## src/shared/ssd_regs.svh

```systemverilog
`ifndef SSD_REGS_SVH
`define SSD_REGS_SVH

// Register byte offsets
`define SSD_OFS_STATUS    12'h000
`define SSD_OFS_CTRL      12'h004
`define SSD_OFS_IRQ_STAT  12'h008
`define SSD_OFS_IRQ_EN    12'h00C
`define SSD_OFS_IRQ_CLR   12'h010

// Status fields
`define SSD_ST_FAULT      0
`define SSD_ST_STARTUP    1
`define SSD_ST_WARN       2
`define SSD_ST_READY      3
`define SSD_ST_CODE_LO    4
`define SSD_ST_CODE_HI    7

// Control fields
`define SSD_CTRL_CANCEL   0

// Interrupt event bits
`define SSD_IRQ_FAULT     0
`define SSD_IRQ_WARN      1
`define SSD_IRQ_CLEARED   2
`define SSD_IRQ_W         3

// Segment positions: a top, b upper right, c lower right, d bottom,
// e lower left, f upper left, g middle
`define SSD_SEG_A         0
`define SSD_SEG_B         1
`define SSD_SEG_C         2
`define SSD_SEG_D         3
`define SSD_SEG_E         4
`define SSD_SEG_F         5
`define SSD_SEG_G         6

// Timing
`define SSD_CLK_HZ        125000000
`define SSD_PULSE_MS      100
`define SSD_BLINK_MS      250
`define SSD_ALT_MS        1000
`define SSD_CNT_W         28
`define SSD_MS_CYC(ms)    ((`SSD_CLK_HZ / 1000) * (ms))
`define SSD_PULSE_CYC     `SSD_MS_CYC(`SSD_PULSE_MS)
`define SSD_BLINK_CYC     `SSD_MS_CYC(`SSD_BLINK_MS)
`define SSD_ALT_CYC       `SSD_MS_CYC(`SSD_ALT_MS)

`endif

```

## src/shared/ssd_pkg.sv

```systemverilog
package ssd_pkg;
   typedef enum logic [1:0] {SSD_NORMAL, SSD_WARNING, SSD_FAULT} ssd_mode_e;
   typedef logic [3:0] ssd_code_t;
   typedef logic [6:0] ssd_seg_t;
endpackage : ssd_pkg

```

## src/core/ssd_status_display.sv

```systemverilog
// Function
// - Normal: green display shows state, LED off
// - Fault: steady red LED, error digit
// - Warning: flashing LED, state/warning alternate
// - Point flashes when processor runs with supply ok and no hardware fault, else dark
// - Bottom segment lit when healthy and enabled
// - Speed zero, clockwise, anticlockwise segments
// - Ballast on blanks direction segment
// - Command and input change 0.1 s pulses
// - Current limit segment flashing or steady
// - Faults are hex digits, D reserved; the code still latches and shows code D like any other fault
// - Fault opens ready contact
// - Fault drops ready message to zero
// - Fault clears ready state indication
// - Disable keeps latched fault displayed
// - Enable plus cancel clears fault
// - Powerup with enable: red LED, no digit
//
// Register access over APB and the placing of the registers were chosen for this implementation.
`timescale 1ns/1ps
`default_nettype none
`include "ssd_regs.svh"
module ssd_status_display
   import ssd_pkg::*;
#(
   parameter logic [`SSD_CNT_W-1:0] PULSE_CYC = `SSD_CNT_W'(`SSD_PULSE_CYC),
   parameter logic [`SSD_CNT_W-1:0] BLINK_CYC = `SSD_CNT_W'(`SSD_BLINK_CYC),
   parameter logic [`SSD_CNT_W-1:0] ALT_CYC   = `SSD_CNT_W'(`SSD_ALT_CYC)
) (
   input  wire logic        core_clk,
   input  wire logic        rst_b,
   input  wire logic        psel,
   input  wire logic        penable,
   input  wire logic        pwrite,
   input  wire logic [11:0] paddr,
   input  wire logic [31:0] pwdata,
   output logic      [31:0] prdata,
   output logic             pready,
   output logic             pslverr,
   input  wire logic        drive_release_input,
   input  wire logic        cancel_errors_input,
   input  wire logic        fault_req,
   input  wire ssd_code_t   fault_code_in,
   input  wire logic        warn_active,
   input  wire ssd_code_t   warn_code,
   input  wire logic        cpu_active,
   input  wire logic        aux_ok,
   input  wire logic        hw_fail,
   input  wire logic        speed_zero_flag,
   input  wire logic        speed_negative,
   input  wire logic        ballast_on,
   input  wire logic        cur_cont_limit,
   input  wire logic        cur_max_limit,
   input  wire logic        cmd_received,
   input  wire logic        input_changed,
   output logic      [6:0]  seg,
   output logic             seg_dp,
   output logic             seg_green,
   output logic             fault_led,
   output logic             ready_relay_contact,
   output logic             ready_msg,
   output logic             ready_state,
   output logic             irq
);
   logic            blink;
   logic            alt;
   logic            cmd_pulse;
   logic            chg_pulse;
   logic            fault_active;
   ssd_code_t       fault_code;
   logic            startup_fault;
   logic            startup_done;
   logic            cancel_q;
   logic            sw_cancel;
   logic            clear_req;
   logic            warn_q;
   logic [`SSD_IRQ_W-1:0] irq_stat;
   logic [`SSD_IRQ_W-1:0] irq_en;
   logic [`SSD_IRQ_W-1:0] irq_evt;
   ssd_mode_e       mode;
   ssd_seg_t        state_pat;
   ssd_seg_t        next_seg;
   logic            next_led;
   logic            wr;
   logic            rd_ok;

   function automatic ssd_seg_t hex_font(input ssd_code_t d);
      unique case (d)
         4'h0: hex_font = 7'h3F;
         4'h1: hex_font = 7'h06;
         4'h2: hex_font = 7'h5B;
         4'h3: hex_font = 7'h4F;
         4'h4: hex_font = 7'h66;
         4'h5: hex_font = 7'h6D;
         4'h6: hex_font = 7'h7D;
         4'h7: hex_font = 7'h07;
         4'h8: hex_font = 7'h7F;
         4'h9: hex_font = 7'h6F;
         4'hA: hex_font = 7'h77;
         4'hB: hex_font = 7'h7C;
         4'hC: hex_font = 7'h39;
         4'hD: hex_font = 7'h5E;
         4'hE: hex_font = 7'h79;
         4'hF: hex_font = 7'h71;
      endcase
   endfunction : hex_font

   ssd_flasher #(.HALF(BLINK_CYC)) u_blink (
      .core_clk (core_clk),
      .rst_b    (rst_b),
      .phase    (blink)
   );

   ssd_flasher #(.HALF(ALT_CYC)) u_alt (
      .core_clk (core_clk),
      .rst_b    (rst_b),
      .phase    (alt)
   );

   ssd_pulse_stretch #(.LEN(PULSE_CYC)) u_cmd_pulse (
      .core_clk (core_clk),
      .rst_b    (rst_b),
      .trig     (cmd_received),
      .active   (cmd_pulse)
   );

   ssd_pulse_stretch #(.LEN(PULSE_CYC)) u_chg_pulse (
      .core_clk (core_clk),
      .rst_b    (rst_b),
      .trig     (input_changed),
      .active   (chg_pulse)
   );

   // APB slave, zero wait states
   assign pready  = 1'b1;
   assign wr      = psel && penable && pwrite;
   assign rd_ok   = (paddr == `SSD_OFS_STATUS) || (paddr == `SSD_OFS_CTRL) ||
                    (paddr == `SSD_OFS_IRQ_STAT) || (paddr == `SSD_OFS_IRQ_EN) ||
                    (paddr == `SSD_OFS_IRQ_CLR);
   assign pslverr = psel && penable && !rd_ok;

   always_comb begin
      prdata = 32'h0000_0000;
      unique case (paddr)
         `SSD_OFS_STATUS: begin
            prdata[`SSD_ST_FAULT]   = fault_active;
            prdata[`SSD_ST_STARTUP] = startup_fault;
            prdata[`SSD_ST_WARN]    = warn_active;
            prdata[`SSD_ST_READY]   = ready_msg;
            prdata[`SSD_ST_CODE_HI:`SSD_ST_CODE_LO] = fault_code;
         end
         `SSD_OFS_IRQ_STAT: prdata[`SSD_IRQ_W-1:0] = irq_stat;
         `SSD_OFS_IRQ_EN:   prdata[`SSD_IRQ_W-1:0] = irq_en;
         default:           prdata = 32'h0000_0000;
      endcase
   end

   // Cancel over the bus is a one-cycle strobe
   always_ff @(posedge core_clk or negedge rst_b) begin
      if (!rst_b) begin
         sw_cancel <= 1'b0;
      end else begin
         sw_cancel <= wr && (paddr == `SSD_OFS_CTRL) && pwdata[`SSD_CTRL_CANCEL];
      end
   end

   always_ff @(posedge core_clk or negedge rst_b) begin
      if (!rst_b) begin
         cancel_q <= 1'b0;
         warn_q   <= 1'b0;
      end else begin
         cancel_q <= cancel_errors_input;
         warn_q   <= warn_active;
      end
   end

   // Clearing needs the enable present
   assign clear_req = drive_release_input &&
                      ((cancel_errors_input && !cancel_q) || sw_cancel);

   // Fault latch; a new report wins over a clear in the same cycle
   always_ff @(posedge core_clk or negedge rst_b) begin
      if (!rst_b) begin
         fault_active <= 1'b0;
         fault_code   <= 4'h0;
      end else if (fault_req && !fault_active) begin
         fault_active <= 1'b1;
         fault_code   <= fault_code_in;
      end else if (clear_req && !fault_req) begin
         fault_active <= 1'b0;
      end
   end

   // Enable sampled at the first edge after reset release
   always_ff @(posedge core_clk or negedge rst_b) begin
      if (!rst_b) begin
         startup_done  <= 1'b0;
         startup_fault <= 1'b0;
      end else if (!startup_done) begin
         startup_done  <= 1'b1;
         startup_fault <= drive_release_input;
      end else if (clear_req) begin
         startup_fault <= 1'b0;
      end
   end

   always_comb begin
      if (fault_active) begin
         mode = SSD_FAULT;
      end else if (warn_active) begin
         mode = SSD_WARNING;
      end else begin
         mode = SSD_NORMAL;
      end
   end

   // Drive state pattern
   always_comb begin
      state_pat = 7'h00;
      state_pat[`SSD_SEG_D] = !hw_fail && drive_release_input;
      state_pat[`SSD_SEG_G] = speed_zero_flag;
      state_pat[`SSD_SEG_C] = !speed_zero_flag && !speed_negative && !ballast_on;
      state_pat[`SSD_SEG_E] = !speed_zero_flag && speed_negative && !ballast_on;
      state_pat[`SSD_SEG_A] = cur_max_limit || (cur_cont_limit && blink);
      state_pat[`SSD_SEG_F] = cmd_pulse;
      state_pat[`SSD_SEG_B] = chg_pulse;
   end

   always_comb begin
      next_seg = state_pat;
      next_led = startup_fault;
      unique case (mode)
         SSD_NORMAL: begin
            next_seg = state_pat;
         end
         SSD_WARNING: begin
            next_seg = alt ? hex_font(warn_code) : state_pat;
            next_led = blink || startup_fault;
         end
         SSD_FAULT: begin
            next_seg = hex_font(fault_code);
            next_led = 1'b1;
         end
      endcase
   end

   always_ff @(posedge core_clk or negedge rst_b) begin
      if (!rst_b) begin
         seg       <= 7'h00;
         seg_dp    <= 1'b0;
         seg_green <= 1'b0;
         fault_led <= 1'b0;
      end else begin
         seg       <= next_seg;
         seg_dp    <= aux_ok && !hw_fail && cpu_active && blink;
         seg_green <= 1'b1;
         fault_led <= next_led;
      end
   end

   always_ff @(posedge core_clk or negedge rst_b) begin
      if (!rst_b) begin
         ready_relay_contact <= 1'b0;
         ready_msg           <= 1'b0;
         ready_state         <= 1'b0;
      end else begin
         ready_relay_contact <= startup_done && !fault_active && !startup_fault;
         ready_msg           <= startup_done && !fault_active && !startup_fault;
         ready_state         <= startup_done && !fault_active && !startup_fault &&
                                aux_ok && !hw_fail;
      end
   end

   // Sticky events; set wins over clear
   always_comb begin
      irq_evt = '0;
      irq_evt[`SSD_IRQ_FAULT]   = fault_req && !fault_active;
      irq_evt[`SSD_IRQ_WARN]    = warn_active && !warn_q;
      irq_evt[`SSD_IRQ_CLEARED] = fault_active && clear_req && !fault_req;
   end

   always_ff @(posedge core_clk or negedge rst_b) begin
      if (!rst_b) begin
         irq_stat <= '0;
      end else if (wr && paddr == `SSD_OFS_IRQ_CLR) begin
         irq_stat <= (irq_stat & ~pwdata[`SSD_IRQ_W-1:0]) | irq_evt;
      end else begin
         irq_stat <= irq_stat | irq_evt;
      end
   end

   always_ff @(posedge core_clk or negedge rst_b) begin
      if (!rst_b) begin
         irq_en <= '0;
      end else if (wr && paddr == `SSD_OFS_IRQ_EN) begin
         irq_en <= pwdata[`SSD_IRQ_W-1:0];
      end
   end

   assign irq = |(irq_stat & irq_en);

   property p_normal_led;
      @(posedge core_clk) disable iff (!rst_b)
      (mode == SSD_NORMAL && !startup_fault) |=> (!fault_led && seg_green);
   endproperty
   a_normal_led: assert property (p_normal_led) else $error("normal led wrong");

   property p_fault_digit;
      @(posedge core_clk) disable iff (!rst_b)
      fault_active |=> (fault_led && seg == hex_font($past(fault_code)));
   endproperty
   a_fault_digit: assert property (p_fault_digit) else $error("fault digit wrong");

   property p_warn_flash;
      @(posedge core_clk) disable iff (!rst_b)
      (mode == SSD_WARNING && !startup_fault) |=> (fault_led == $past(blink));
   endproperty
   a_warn_flash: assert property (p_warn_flash) else $error("warning flash wrong");

   property p_dp_dark;
      @(posedge core_clk) disable iff (!rst_b)
      (!aux_ok || hw_fail) |=> !seg_dp;
   endproperty
   a_dp_dark: assert property (p_dp_dark) else $error("point lit without supply");

   property p_ballast_blank;
      @(posedge core_clk) disable iff (!rst_b)
      (ballast_on && mode == SSD_NORMAL) |=> (!seg[`SSD_SEG_C] && !seg[`SSD_SEG_E]);
   endproperty
   a_ballast_blank: assert property (p_ballast_blank) else $error("direction lit");

   property p_relay_open;
      @(posedge core_clk) disable iff (!rst_b)
      $rose(fault_active) |=> (!ready_relay_contact && !ready_msg && !ready_state);
   endproperty
   a_relay_open: assert property (p_relay_open) else $error("ready kept on fault");

   property p_fault_held;
      @(posedge core_clk) disable iff (!rst_b)
      (fault_active && !drive_release_input) |=> fault_active;
   endproperty
   a_fault_held: assert property (p_fault_held) else $error("fault lost without enable");

   property p_cancel;
      @(posedge core_clk) disable iff (!rst_b)
      (fault_active && clear_req && !fault_req) |=> !fault_active ##1 !fault_led[*1];
   endproperty
   a_cancel: assert property (p_cancel) else $error("cancel did not clear");

   property p_startup;
      @(posedge core_clk) disable iff (!rst_b)
      (startup_fault && !fault_active) |=>
         (fault_led && ($past(mode) == SSD_WARNING || seg == $past(state_pat)));
   endproperty
   a_startup: assert property (p_startup) else $error("startup indication wrong");

   property p_priority;
      @(posedge core_clk) disable iff (!rst_b)
      (fault_active && warn_active) |=> (fault_led && seg == hex_font($past(fault_code)));
   endproperty
   a_priority: assert property (p_priority) else $error("warning beat fault");
endmodule : ssd_status_display
`default_nettype wire

```

## src/core/ssd_flasher.sv

```systemverilog
`timescale 1ns/1ps
`default_nettype none
`include "ssd_regs.svh"
module ssd_flasher
   import ssd_pkg::*;
#(
   parameter logic [`SSD_CNT_W-1:0] HALF = `SSD_CNT_W'(`SSD_BLINK_CYC)
) (
   input  wire logic core_clk,
   input  wire logic rst_b,
   output var  logic phase
);
   logic [`SSD_CNT_W-1:0] cnt;

   always_ff @(posedge core_clk or negedge rst_b) begin
      if (!rst_b) begin
         cnt   <= '0;
         phase <= 1'b0;
      end else if (cnt == HALF - `SSD_CNT_W'(1)) begin
         cnt   <= '0;
         phase <= ~phase;
      end else begin
         cnt <= cnt + `SSD_CNT_W'(1);
      end
   end

   property p_phase_holds;
      @(posedge core_clk) disable iff (!rst_b)
      (cnt != HALF - `SSD_CNT_W'(1)) |=> $stable(phase);
   endproperty
   a_phase_holds: assert property (p_phase_holds) else $error("flash phase moved early");
endmodule : ssd_flasher
`default_nettype wire

```

## src/core/ssd_pulse_stretch.sv

```systemverilog
`timescale 1ns/1ps
`default_nettype none
`include "ssd_regs.svh"
module ssd_pulse_stretch
   import ssd_pkg::*;
#(
   parameter logic [`SSD_CNT_W-1:0] LEN = `SSD_CNT_W'(`SSD_PULSE_CYC)
) (
   input  wire logic core_clk,
   input  wire logic rst_b,
   input  wire logic trig,
   output var  logic active
);
   logic [`SSD_CNT_W-1:0] cnt;

   // Retrigger restarts the full length
   always_ff @(posedge core_clk or negedge rst_b) begin
      if (!rst_b) begin
         cnt    <= '0;
         active <= 1'b0;
      end else if (trig) begin
         cnt    <= LEN - `SSD_CNT_W'(1);
         active <= 1'b1;
      end else if (cnt != '0) begin
         cnt <= cnt - `SSD_CNT_W'(1);
      end else begin
         active <= 1'b0;
      end
   end

   property p_pulse_start;
      @(posedge core_clk) disable iff (!rst_b)
      trig |=> active;
   endproperty
   a_pulse_start: assert property (p_pulse_start) else $error("segment pulse missing");

   property p_pulse_end;
      @(posedge core_clk) disable iff (!rst_b)
      (active && cnt == '0 && !trig) |=> !active;
   endproperty
   a_pulse_end: assert property (p_pulse_end) else $error("segment pulse too long");
endmodule : ssd_pulse_stretch
`default_nettype wire

```

## config.mk

```make
export PLATFORM = sky130hd
export DESIGN_NAME = ssd_status_display
export DESIGN_NICKNAME = d
export VERILOG_FILES = /design/src/shared/ssd_pkg.sv /design/src/core/ssd_status_display.sv /design/src/core/ssd_flasher.sv /design/src/core/ssd_pulse_stretch.sv
export VERILOG_INCLUDE_DIRS = /design/src /design/src/shared
export SDC_FILE = /design/constraint.sdc
export NUM_CORES = 1
export LEC_CHECK = 0
export BUFFER_PORTS_ARGS = -buffer_cell sky130_fd_sc_hd__buf_2
export CAP_MARGIN = 20
export CORE_MARGIN = 10
export CORE_UTILIZATION = 40
export DETAILED_ROUTE_END_ITERATION = 8
export MAX_ROUTING_LAYER = met4
export PLACE_DENSITY = 0.7
export SYNTH_ARGS = -nofsm -noshare
export SYNTH_HDL_FRONTEND = slang
export SYNTH_HIERARCHICAL = 1
export SYNTH_SLANG_ARGS = --single-unit
```

## constraint.sdc

```tcl
create_clock -name core_clk -period 3.9 [get_ports core_clk]
set_input_delay 0.585 -clock core_clk [delete_from_list [all_inputs] [get_ports core_clk]]
set_output_delay 0.585 -clock core_clk [all_outputs]
set_load 0.02 [all_outputs]
```

* Word level (Yosys, flattened, before mapping)
Memory sizes are Yosys's and may differ from the RTL's.
Cells that the tools add are included.
** Word-level totals
- Bits in registers :: 143
- Bits in read-only memories :: 224
- Input port bits :: 71
- Output and inout port bits :: 48
- Word-level logic and storage cells :: 120
- Memories kept :: 2
** Operators by class
- Add/subtract/negate cells :: 4
- Equal/unequal tests :: 11
- Mux-type cells :: 22
- Bitwise gates (word level) :: 7
- Reduce and logical (&&, ||, !) cells :: 52
** Memories
- (no name shown) :: words 16, width 7, read ports 1, clocked after memory_dff 0, write ports 0, RTL line ssd_status_display.sv:88 : unique case (d)
- (no name shown) :: words 16, width 7, read ports 1, clocked after memory_dff 0, write ports 0, RTL line ssd_status_display.sv:88
** Operators with widths (number)
- 28-bit 2-to-1 mux :: 6
- 28-bit by 1-bit adder with 28-bit output, second input constant :: 2
- 28-bit nonzero test :: 2
- 28-bit by 1-bit subtractor with 28-bit output, second input constant :: 2
- 28-bit by 25-bit equality test with 1-bit output, second input constant :: 1
- 28-bit by 27-bit equality test with 1-bit output, second input constant :: 1
- 1-bit logical AND :: 27
- 12-bit by 4-bit equality test with 1-bit output, second input constant :: 2
- 7-bit case mux with 3 select lines :: 1
- 12-bit by 3-bit equality test with 1-bit output, second input constant :: 1
- 12-bit by 5-bit equality test with 1-bit output, second input constant :: 1
- 12-bit zero test :: 1
- 1-bit zero test :: 10
- 1-bit 2-to-1 mux :: 9
- 3-bit case mux with 3 select lines :: 1
- 1-bit logical OR :: 7
- 7-bit 2-to-1 mux :: 1
- 3-bit AND :: 2
- 3-bit bitwise OR :: 2
- 2-bit nonzero test :: 3
- 5-bit 2-to-1 mux :: 1
- 2-bit != test, second input constant :: 2
- 3-bit 2-to-1 mux :: 1
- 3-bit inverter :: 1
- 8 further kinds :: 9

* Longest topological paths before layout
Gate-level depths: netlist of run 1.
- Depth after elaboration :: 8
- Gate-level depth with buffers :: 9

* Hierarchy
Netlist of run 1, hierarchy kept.
** Modules (own cells, without submodules)
- ssd_pulse_stretch :: times used 2, cells each 161, area an instance 1570.3 µm², seq. area each 725.7 µm²
- ssd_status_display :: times used 1, cells each 207, area an instance 1949.4 µm², seq. area each 675.6 µm²
- ssd_flasher (u_alt) :: times used 1, cells each 141, area an instance 1461.4 µm², seq. area each 725.7 µm²
- ssd_flasher (u_blink) :: times used 1, cells each 139, area an instance 1446.4 µm², seq. area each 725.7 µm²

* Worst setup path after synthesis of run 1
OpenSTA, ideal clock, no wires.
- Path type :: input port to output port
- Start point :: in paddr[10]
- End point :: out prdata[4]
- Data arrival time :: 2.359 ns
- Required time :: 3.315 ns
- Setup slack :: 0.956 ns
- Stages :: 4
- Path buffers :: 1
- Cell sequence :: or4_4 -> or4_4 -> buf_6 -> nor4_1
** Between the ends
- Longest elaborated chain between the ends :: 2
** Ends and longest elaborated chain
- start, declared :: RTL line ssd_status_display.sv:35 : input wire logic [11:0] paddr,
- 12-bit zero test :: RTL line ssd_status_display.sv:144 : unique case (paddr)
- 5-bit 2-to-1 mux :: RTL line ssd_status_display.sv:144
- end, declared :: RTL line ssd_status_display.sv:37 : output logic [31:0] prdata,
Every way passes these cells.

* Worst setup path in the final report of run 1
- Start point :: in paddr[10]
- End point :: out prdata[7]
Same word-level chain as after synthesis.

==> qor.yml, run 1 <==
vias: 6300
numCtsBuffers: 17
synth_top_area_cell: "dfrtp_1"
core_area_um2: 19600
worst-setup-path-type: "primary input to output pin"
grt_pass1_vias: 6058
worst_pin_slew_ns: 0.912
grt_max_degree: 74
ir_drop_mv: 0.243
reg2reg_depth: 5
rows: 51
endpoint_kind: "output pin"
drive_above_1_share_pct: 16.8
pin_count: 119
clock_sinks: 143
routed_wl_um: 17300
holdWs_ns: 0.193
drt_iter0_drc: 520
synth_top_area_share_pct: 44.7
slew_headroom_pct: 38.7
yosysUniqueCellTypes: 72
fin_crit_sh_pct: 75.5
ant_nets: 0
clock.fmax_ghz: 0.340
cp_max_fo: 9
maxCapViolations: 0
dieArea_um2: 26100
avgViaCountPerCell: 5.55
p_leak_nw: 3.69
final_hold_viol_count: 0
postCtsSetupBuffers: 0
power_mw: 3.61
start_kind: "primary input"
yosys-top-cells-area: "dfrtp_1, xor2_1, ha_1"
root_buffer: "clkbuf_16"
cts_resized: 0
synth_edf_count: 0
setup_violations: 0
required_ns: 3.31
outcome: "finished clean"
clock_latency_ns: 0.42
seq_area_frac_synth_pct: 44.7
grt_overflow: 0
antenna_cells: 0
reg2reg_setup_slack_ns: 1.20
syn_area_um2: 8000
ys_warn_count: 6
htree_num_levels: 4
slew_violations: 0
nNetsFinal: 948
antenna_found_initial: 0
fin_tns_setup_ns: 0
worstPathArrival_ns: 2.36
ys_seq_elements: 143
drt_first_pass_iters: 7
start_util_pct: 40.8
die_w_um: 161
cts_tree: "yes"
hold_buffers: 0
cts_buffer_depth: 2
rsz0062_at_grt: "false"
io_buffers: 64
finClkSkew_ns: 0.00643
clk_pin_slew_ns: 0.05
track_usage_pct: 13.5
timing.rr.start: "u_chg_pulse/cnt[14]$_DFFE_PN0P_"
synth_area_per_cell_um2: 9.89
synthArstFlopShare_pct: 100
syn_to_final_growth_pct: 12.7
hp-class: "primary input to async pin"
grt_pass1_wl_um: 29300
route.detailed.drc: 0
die_height_um: 161
synthFlopType: "dfrtp_1"
power.density_nw_per_um2: 401
wl_per_cell_um: 15.2
r2r_end: "u_chg_pulse/cnt[13]$_DFFE_PN0P_"
synthCells: 809
fin_crit_ns: 2.94
place.gp.congestion: 0.873
dp_hpwl_um: 12000
metrics by stage:
| step | worst slack (ns) | std cells | instance area (um^2) | utilization [%] |
|---|---|---|---|---|
| final | 0.955 | 1135 | 9010 | 46.0 |
| after global routing | 0.850 | 1135 | 9010 | 46.0 |
| after CTS | 0.970 | 1134 | 9010 | 46.0 |
| after detailed placement | 1.00 | 1104 | 8400 | 42.9 |
| after global placement | 1.01 | 1104 | 8400 | 42.9 |
| after floorplan | 0.956 | 833 | 8090 | - |
synthesized netlist by cell type (10+ instances only):
cell type / number
dfrtp_1: 143
nor2_1: 55
nand3_1: 45
o21ai_0: 39
a21oi_1: 36
nand2_1: 35
buf_4: 28
or3_1: 28
xor2_1: 28
o31ai_1: 27
inv_1: 25
nor4_1: 24
or4_1: 23
nand4_1: 20
ha_1: 18
nor3_1: 17
xnor2_1: 17
clkbuf_1: 16
mux2i_1: 14
nor2b_1: 13
or4_4: 13
buf_2: 11
and3_1: 10
cell usage in the layout, fill, tap and decap left out, types with 5 or more instances in the layout:
master	n
o211ai_1	8
buf_2	63
o31ai_1	27
and2_1	6
conb_1	26
xnor2_1	17
nor4_1	24
nand2b_1	7
or3_2	5
or4_4	13
o31a_1	8
a31oi_1	5
or3_1	28
ha_1	18
nor3_1	17
a21oi_1	36
mux2i_1	14
and4_1	8
nand3_1	45
inv_1	25
nor2_1	55
dfrtp_1	143
or4_1	23
nand4_1	20
nand2_1	35
nor2b_1	13
and3_1	10
clkbuf_16	17
xor2_1	28
o21ai_0	39
final cells by class:
cell class | instances | area, um^2
clock inverter | 11 | 166
clock buffer | 19 | 443
tap | 265 | 332
inverter | 26 | 97.6
multi-input combinational | 604 | 4040
timing repair buffer | 67 | 359
fill | 1842 | 10600
sequential | 143 | 3580
metal layers:
| layer | wire (um) | track usage (%) |
|---|---|---|
| met1 | 8070 | 16.7 |
| met2 | 8000 | 21.0 |
| met3 | 963 | 4.14 |
| met4 | 221 | 4.09 |
| met5 | 0 | - |
cell families after synthesis:
logic type	count (synthesis)	synth area share, %
adder cells (fa/ha/maj)	18	2.82
multiplexers	22	3.30
other	2	0.0939
buffers and inverters	86	5.90
AO/OA/AOI/OAI	157	12.9
XOR/XNOR	45	4.93
AND/OR/NAND/NOR	336	25.3
flip-flops	143	44.7
power breakdown:
part	internal (mW)	switching, mW
Sequential	1.53	0.0410
Clock	1.08	0.606
Combinational	0.125	0.230
Total	2.73	0.877
sequential cells by signal, summed over array words and instances (netlist names), 3 cells and up:
signal           flops
irq_stat             3
irq_en               3
u_blink/cnt         28
seg                  7
fault_code           4
u_alt/cnt           28
u_cmd_pulse/cnt     28
u_chg_pulse/cnt     28
worst max-delay path: stages:
cell and delay [ns]:
buf_2 0.10, or4_4 0.53, or4_4 0.56, nor3_1 0.27, and2_1 0.17, buf_2 0.16
worst max-delay path by stage:
stage                          from         to  slack, ns  cells after the start
final                     paddr[10]  prdata[7]       0.96                      6
after global routing      paddr[10]  prdata[7]       0.85                      6
after CTS                 paddr[10]  prdata[7]       0.97                      6
after detailed placement  paddr[10]  prdata[7]       1.00                      6
after global placement    paddr[10]  prdata[3]       1.01                      6
after floorplan           paddr[10]  prdata[4]       0.96                      4
Power figures use the tool's default switching activity.
==> inputs of run 2 (changes only) <==
--- a/config.mk
+++ b/config.mk
@@ -6,6 +6,7 @@
 export SDC_FILE = /design/constraint.sdc
 export NUM_CORES = 1
 export LEC_CHECK = 0
+export ABC_AREA = 1
 export BUFFER_PORTS_ARGS = -buffer_cell sky130_fd_sc_hd__buf_2
 export CAP_MARGIN = 20
 export CORE_MARGIN = 10
==> constraint.sdc (replaced) <==
create_clock -name core_clk -period 3 [get_ports core_clk]
set_input_delay 0.45 -clock core_clk [delete_from_list [all_inputs] [get_ports core_clk]]
set_output_delay 0.45 -clock core_clk [all_outputs]
set_load 0.02 [all_outputs]
==> run 2 against run 1 <==
Net effect:
- cell count up 58%
- sequential power grew 30%
- worst setup slack better by 0.12 ns
- core utilization decreased by 0.22 points
- die area is 18% higher
- clock power up 33%
==> qor.yml, run 2 <==
outcome: "finished clean"  # unchanged
synth_top_area_share_pct: 36.9  # was 44.7%
multiInputGateArea_um2: 5200  # was 4040 um^2
fin_tns_setup_ns: 0  # unchanged
p_switching_mw: 1.23  # was 877 uW
cts_buffer_depth: 2  # unchanged
hold_buffers: 0  # unchanged
final_cell_mix: "nand2_1, nor2_1, inv_1"  # was dfrtp_1, buf_2, nor2_1
worst-setup-path-type: "register to output pin"  # was primary input to output pin
seq_area_um2: 3580  # unchanged
grt_pass1_vias: 8294  # was 6058
swShare_pct: 25.8  # was 24.3%
drt_iter0_drc: 678  # was 520
place.gp.congestion: 0.953  # was 0.873
vias: 8659  # was 6300
clock.fmax_ghz: 0.519
fin_crit_ns: 1.93
synthCells: 1387  # was 809
grt_pass1_wl_um: 39600  # was 29300 um
wl_per_cell_um: 12.9  # was 15.2 um
ant_nets: 0  # unchanged
synth_area_per_cell_um2: 6.99  # was 9.89 um^2
cts_tree: "yes"  # unchanged
start_kind: "register"  # was primary input
numCtsBuffers: 17  # unchanged
drive_above_1_share_pct: 16.9  # was 16.8%
final_hold_viol_count: 0  # unchanged
clk_pin_slew_ns: 0.06  # was 0.05 ns
track_usage_pct: 15.6  # was 13.5%
grt_max_degree: 73  # was 74
die_height_um: 176  # was 161 um
nNetsFinal: 1546  # was 948
hp-class: "primary input to async pin"  # unchanged
die_w_um: 176  # was 161 um
root_buffer: "clkbuf_16"  # unchanged
cp_max_fo: 14  # was 9
core_area_um2: 23700  # was 19600 um^2
final_common_cell: "nand2_1"  # was dfrtp_1
start_util_pct: 40.9  # was 40.8%
worst_pin_slew_ns: 0.695  # was 0.912 ns
syn_area_um2: 9690  # was 8000 um^2
pwr-share-comb_pct: 10.1  # was 9.8%
htree_num_levels: 4  # unchanged
rows: 56  # was 51
power.density_nw_per_um2: 438  # was 401 nW/um^2
rsz0062_at_grt: "false"  # unchanged
antenna_cells: 0  # unchanged
p_clk_share_pct: 47.0  # was 46.6%
slew_headroom_pct: 53.6  # was 38.7%
synth_edf_count: 0  # unchanged
yosys-top-cells-area: "dfrtp_1, nand2_1, nor2_1"  # was dfrtp_1, xor2_1, ha_1
synthArstFlopShare_pct: 100  # unchanged
required_ns: 2.55  # was 3.31 ns
cts_resized: 0  # unchanged
synth_most_common_cell: "nand2_1"  # was dfrtp_1
ys_seq_elements: 143  # unchanged
dieArea_um2: 30900  # was 26100 um^2
fin_area_um2: 10800  # was 9010 um^2
clock_latency_ns: 0.42  # about the same
maxCapViolations: 0  # unchanged
nFillCells: 2391  # was 1842
ir_drop_mv: 0.295  # was 0.243 mV
routed_wl_um: 23100  # was 17300 um
io_buffers: 64  # unchanged
antenna_found_initial: 0  # unchanged
postPlaceCellArea_um2: 10200  # was 8400 um^2
syn_to_final_growth_pct: 11.9  # was 12.7%
slew_violations: 0  # unchanged
ys_top_cells_by_count: "nand2_1, nor2_1, inv_1"  # was dfrtp_1, nor2_1, nand3_1
postCtsSetupBuffers: 0  # unchanged
drt_first_pass_iters: 5  # was 7
seq_area_frac_synth_pct: 36.9  # was 44.7%
p_seq_share_pct: 42.9  # was 43.5%
setup_violations: 0  # unchanged
route.detailed.drc: 0  # unchanged
p_leak_nw: 5.27  # was 3.69 nW
dp_hpwl_um: 17600  # was 12000 um
clock_sinks: 143  # unchanged
finClkSkew_ns: 0.0111  # was 0.00643 ns
worstPathArrival_ns: 1.48  # was 2.36 ns
pin_count: 119  # unchanged
grt_overflow: 0  # unchanged
internal_power_mw: 3.53  # was 2.73 mW
synthFlopType: "dfrtp_1"  # unchanged
endpoint_kind: "output pin"  # unchanged
avgViaCountPerCell: 4.84  # was 5.55
synth_top_area_cell: "dfrtp_1"  # unchanged
fin_crit_sh_pct: 64.2
ys_warn_count: 6  # unchanged
yosysUniqueCellTypes: 40  # was 72
[run 2: changes by cell type after synthesis, moves of 22 or more]
cell     change
nand2_1    +307
nor2_1     +173
inv_1      +142
nand3_1     +90
nor2_2      +63
nand2_2     +30
or3_1       -28
o21ai_0     -27
o31ai_1     -26
nor4_1      -23
or4_1       -23
nor2_4      +22
[run 2: logic make-up after synthesis]
family | Yosys count | synth area share, %
and+or+nand+nor | 903 | 43.7
DFF | 143 | 36.9
AOI/OAI and AO/OA | 77 | 4.29
adders and majority gates | 18 | 2.32
buffers and inverters | 218 | 10.3
other | 2 | 0.0775
xor gates and xnor gates | 26 | 2.35
[run 2: final cells by class]
cell class                 instances  area share (%)
clock buffer                      18            3.96
clock inverter                    14            1.74
inverter                         176            6.16
multi-input combinational       1050            48.0
sequential                       143            33.0
tap                              319            3.68
timing repair buffer              69            3.47
[run 2: final timing paths]
kind                                                start                              end  slack [ns]  cells after the start
max                              fault_active$_DFFE_PN0P_                        prdata[0]        1.07                      3
min                                                 rst_b         u_blink/cnt[6]$_DFF_PN0_        0.04                      1
max reg2reg                u_cmd_pulse/cnt[0]$_DFFE_PN0P_  u_cmd_pulse/cnt[22]$_DFFE_PN0P_        1.19                      8
min reg2reg                      u_blink/cnt[0]$_DFF_PN0_         u_blink/cnt[0]$_DFF_PN0_        0.47                      1
max in group asynchronous                           rst_b                 seg[0]$_DFF_PN0_        2.18                      2
min in group core_clk                 cancel_errors_input               cancel_q$_DFF_PN0_        0.16                      1
[run 2: worst max-delay path: stages, from the launching register on]
cell and delay [ns]:
dfrtp_1 0.64, nand3_1 0.13, nand3_1 0.10, buf_2 0.17
[run 2: metal layers]
metal,vias up,wire length [um],track usage (%)
li1,4416,-,-
met1,4000,10800,19.5
met2,218,10900,24.7
met5,-,0,-
met3,25,1170,3.50
met4,0,257,4.38
[run 2: power by group through the flow]
stage	Combinational, mW	Clock [mW]	Sequential [mW]
detailed placement	0.481	0	2.07
CTS	0.483	2.29	2.04
floorplan	0.292	0	2.10
global placement	0.478	0	2.07
finish	0.478	2.24	2.04
global route	0.540	2.37	2.05
[run 2: stage by stage]
stage / util (%) / total power, mW / setup WS, ns / hold WS [ns] / std cells
detailed placement: 43.2 / 2.55 / 1.10 / 0.460 / 1757
finish: 45.8 / 4.75 / 1.07 / 0.0438 / 1789
floorplan: - / 2.40 / 1.38 / 0.154 / 1411
global placement: 43.2 / 2.55 / 1.11 / 0.444 / 1757
CTS: 45.8 / 4.82 / 1.05 / 0.0781 / 1789
global route: 45.8 / 4.96 / 0.980 / 0.105 / 1789
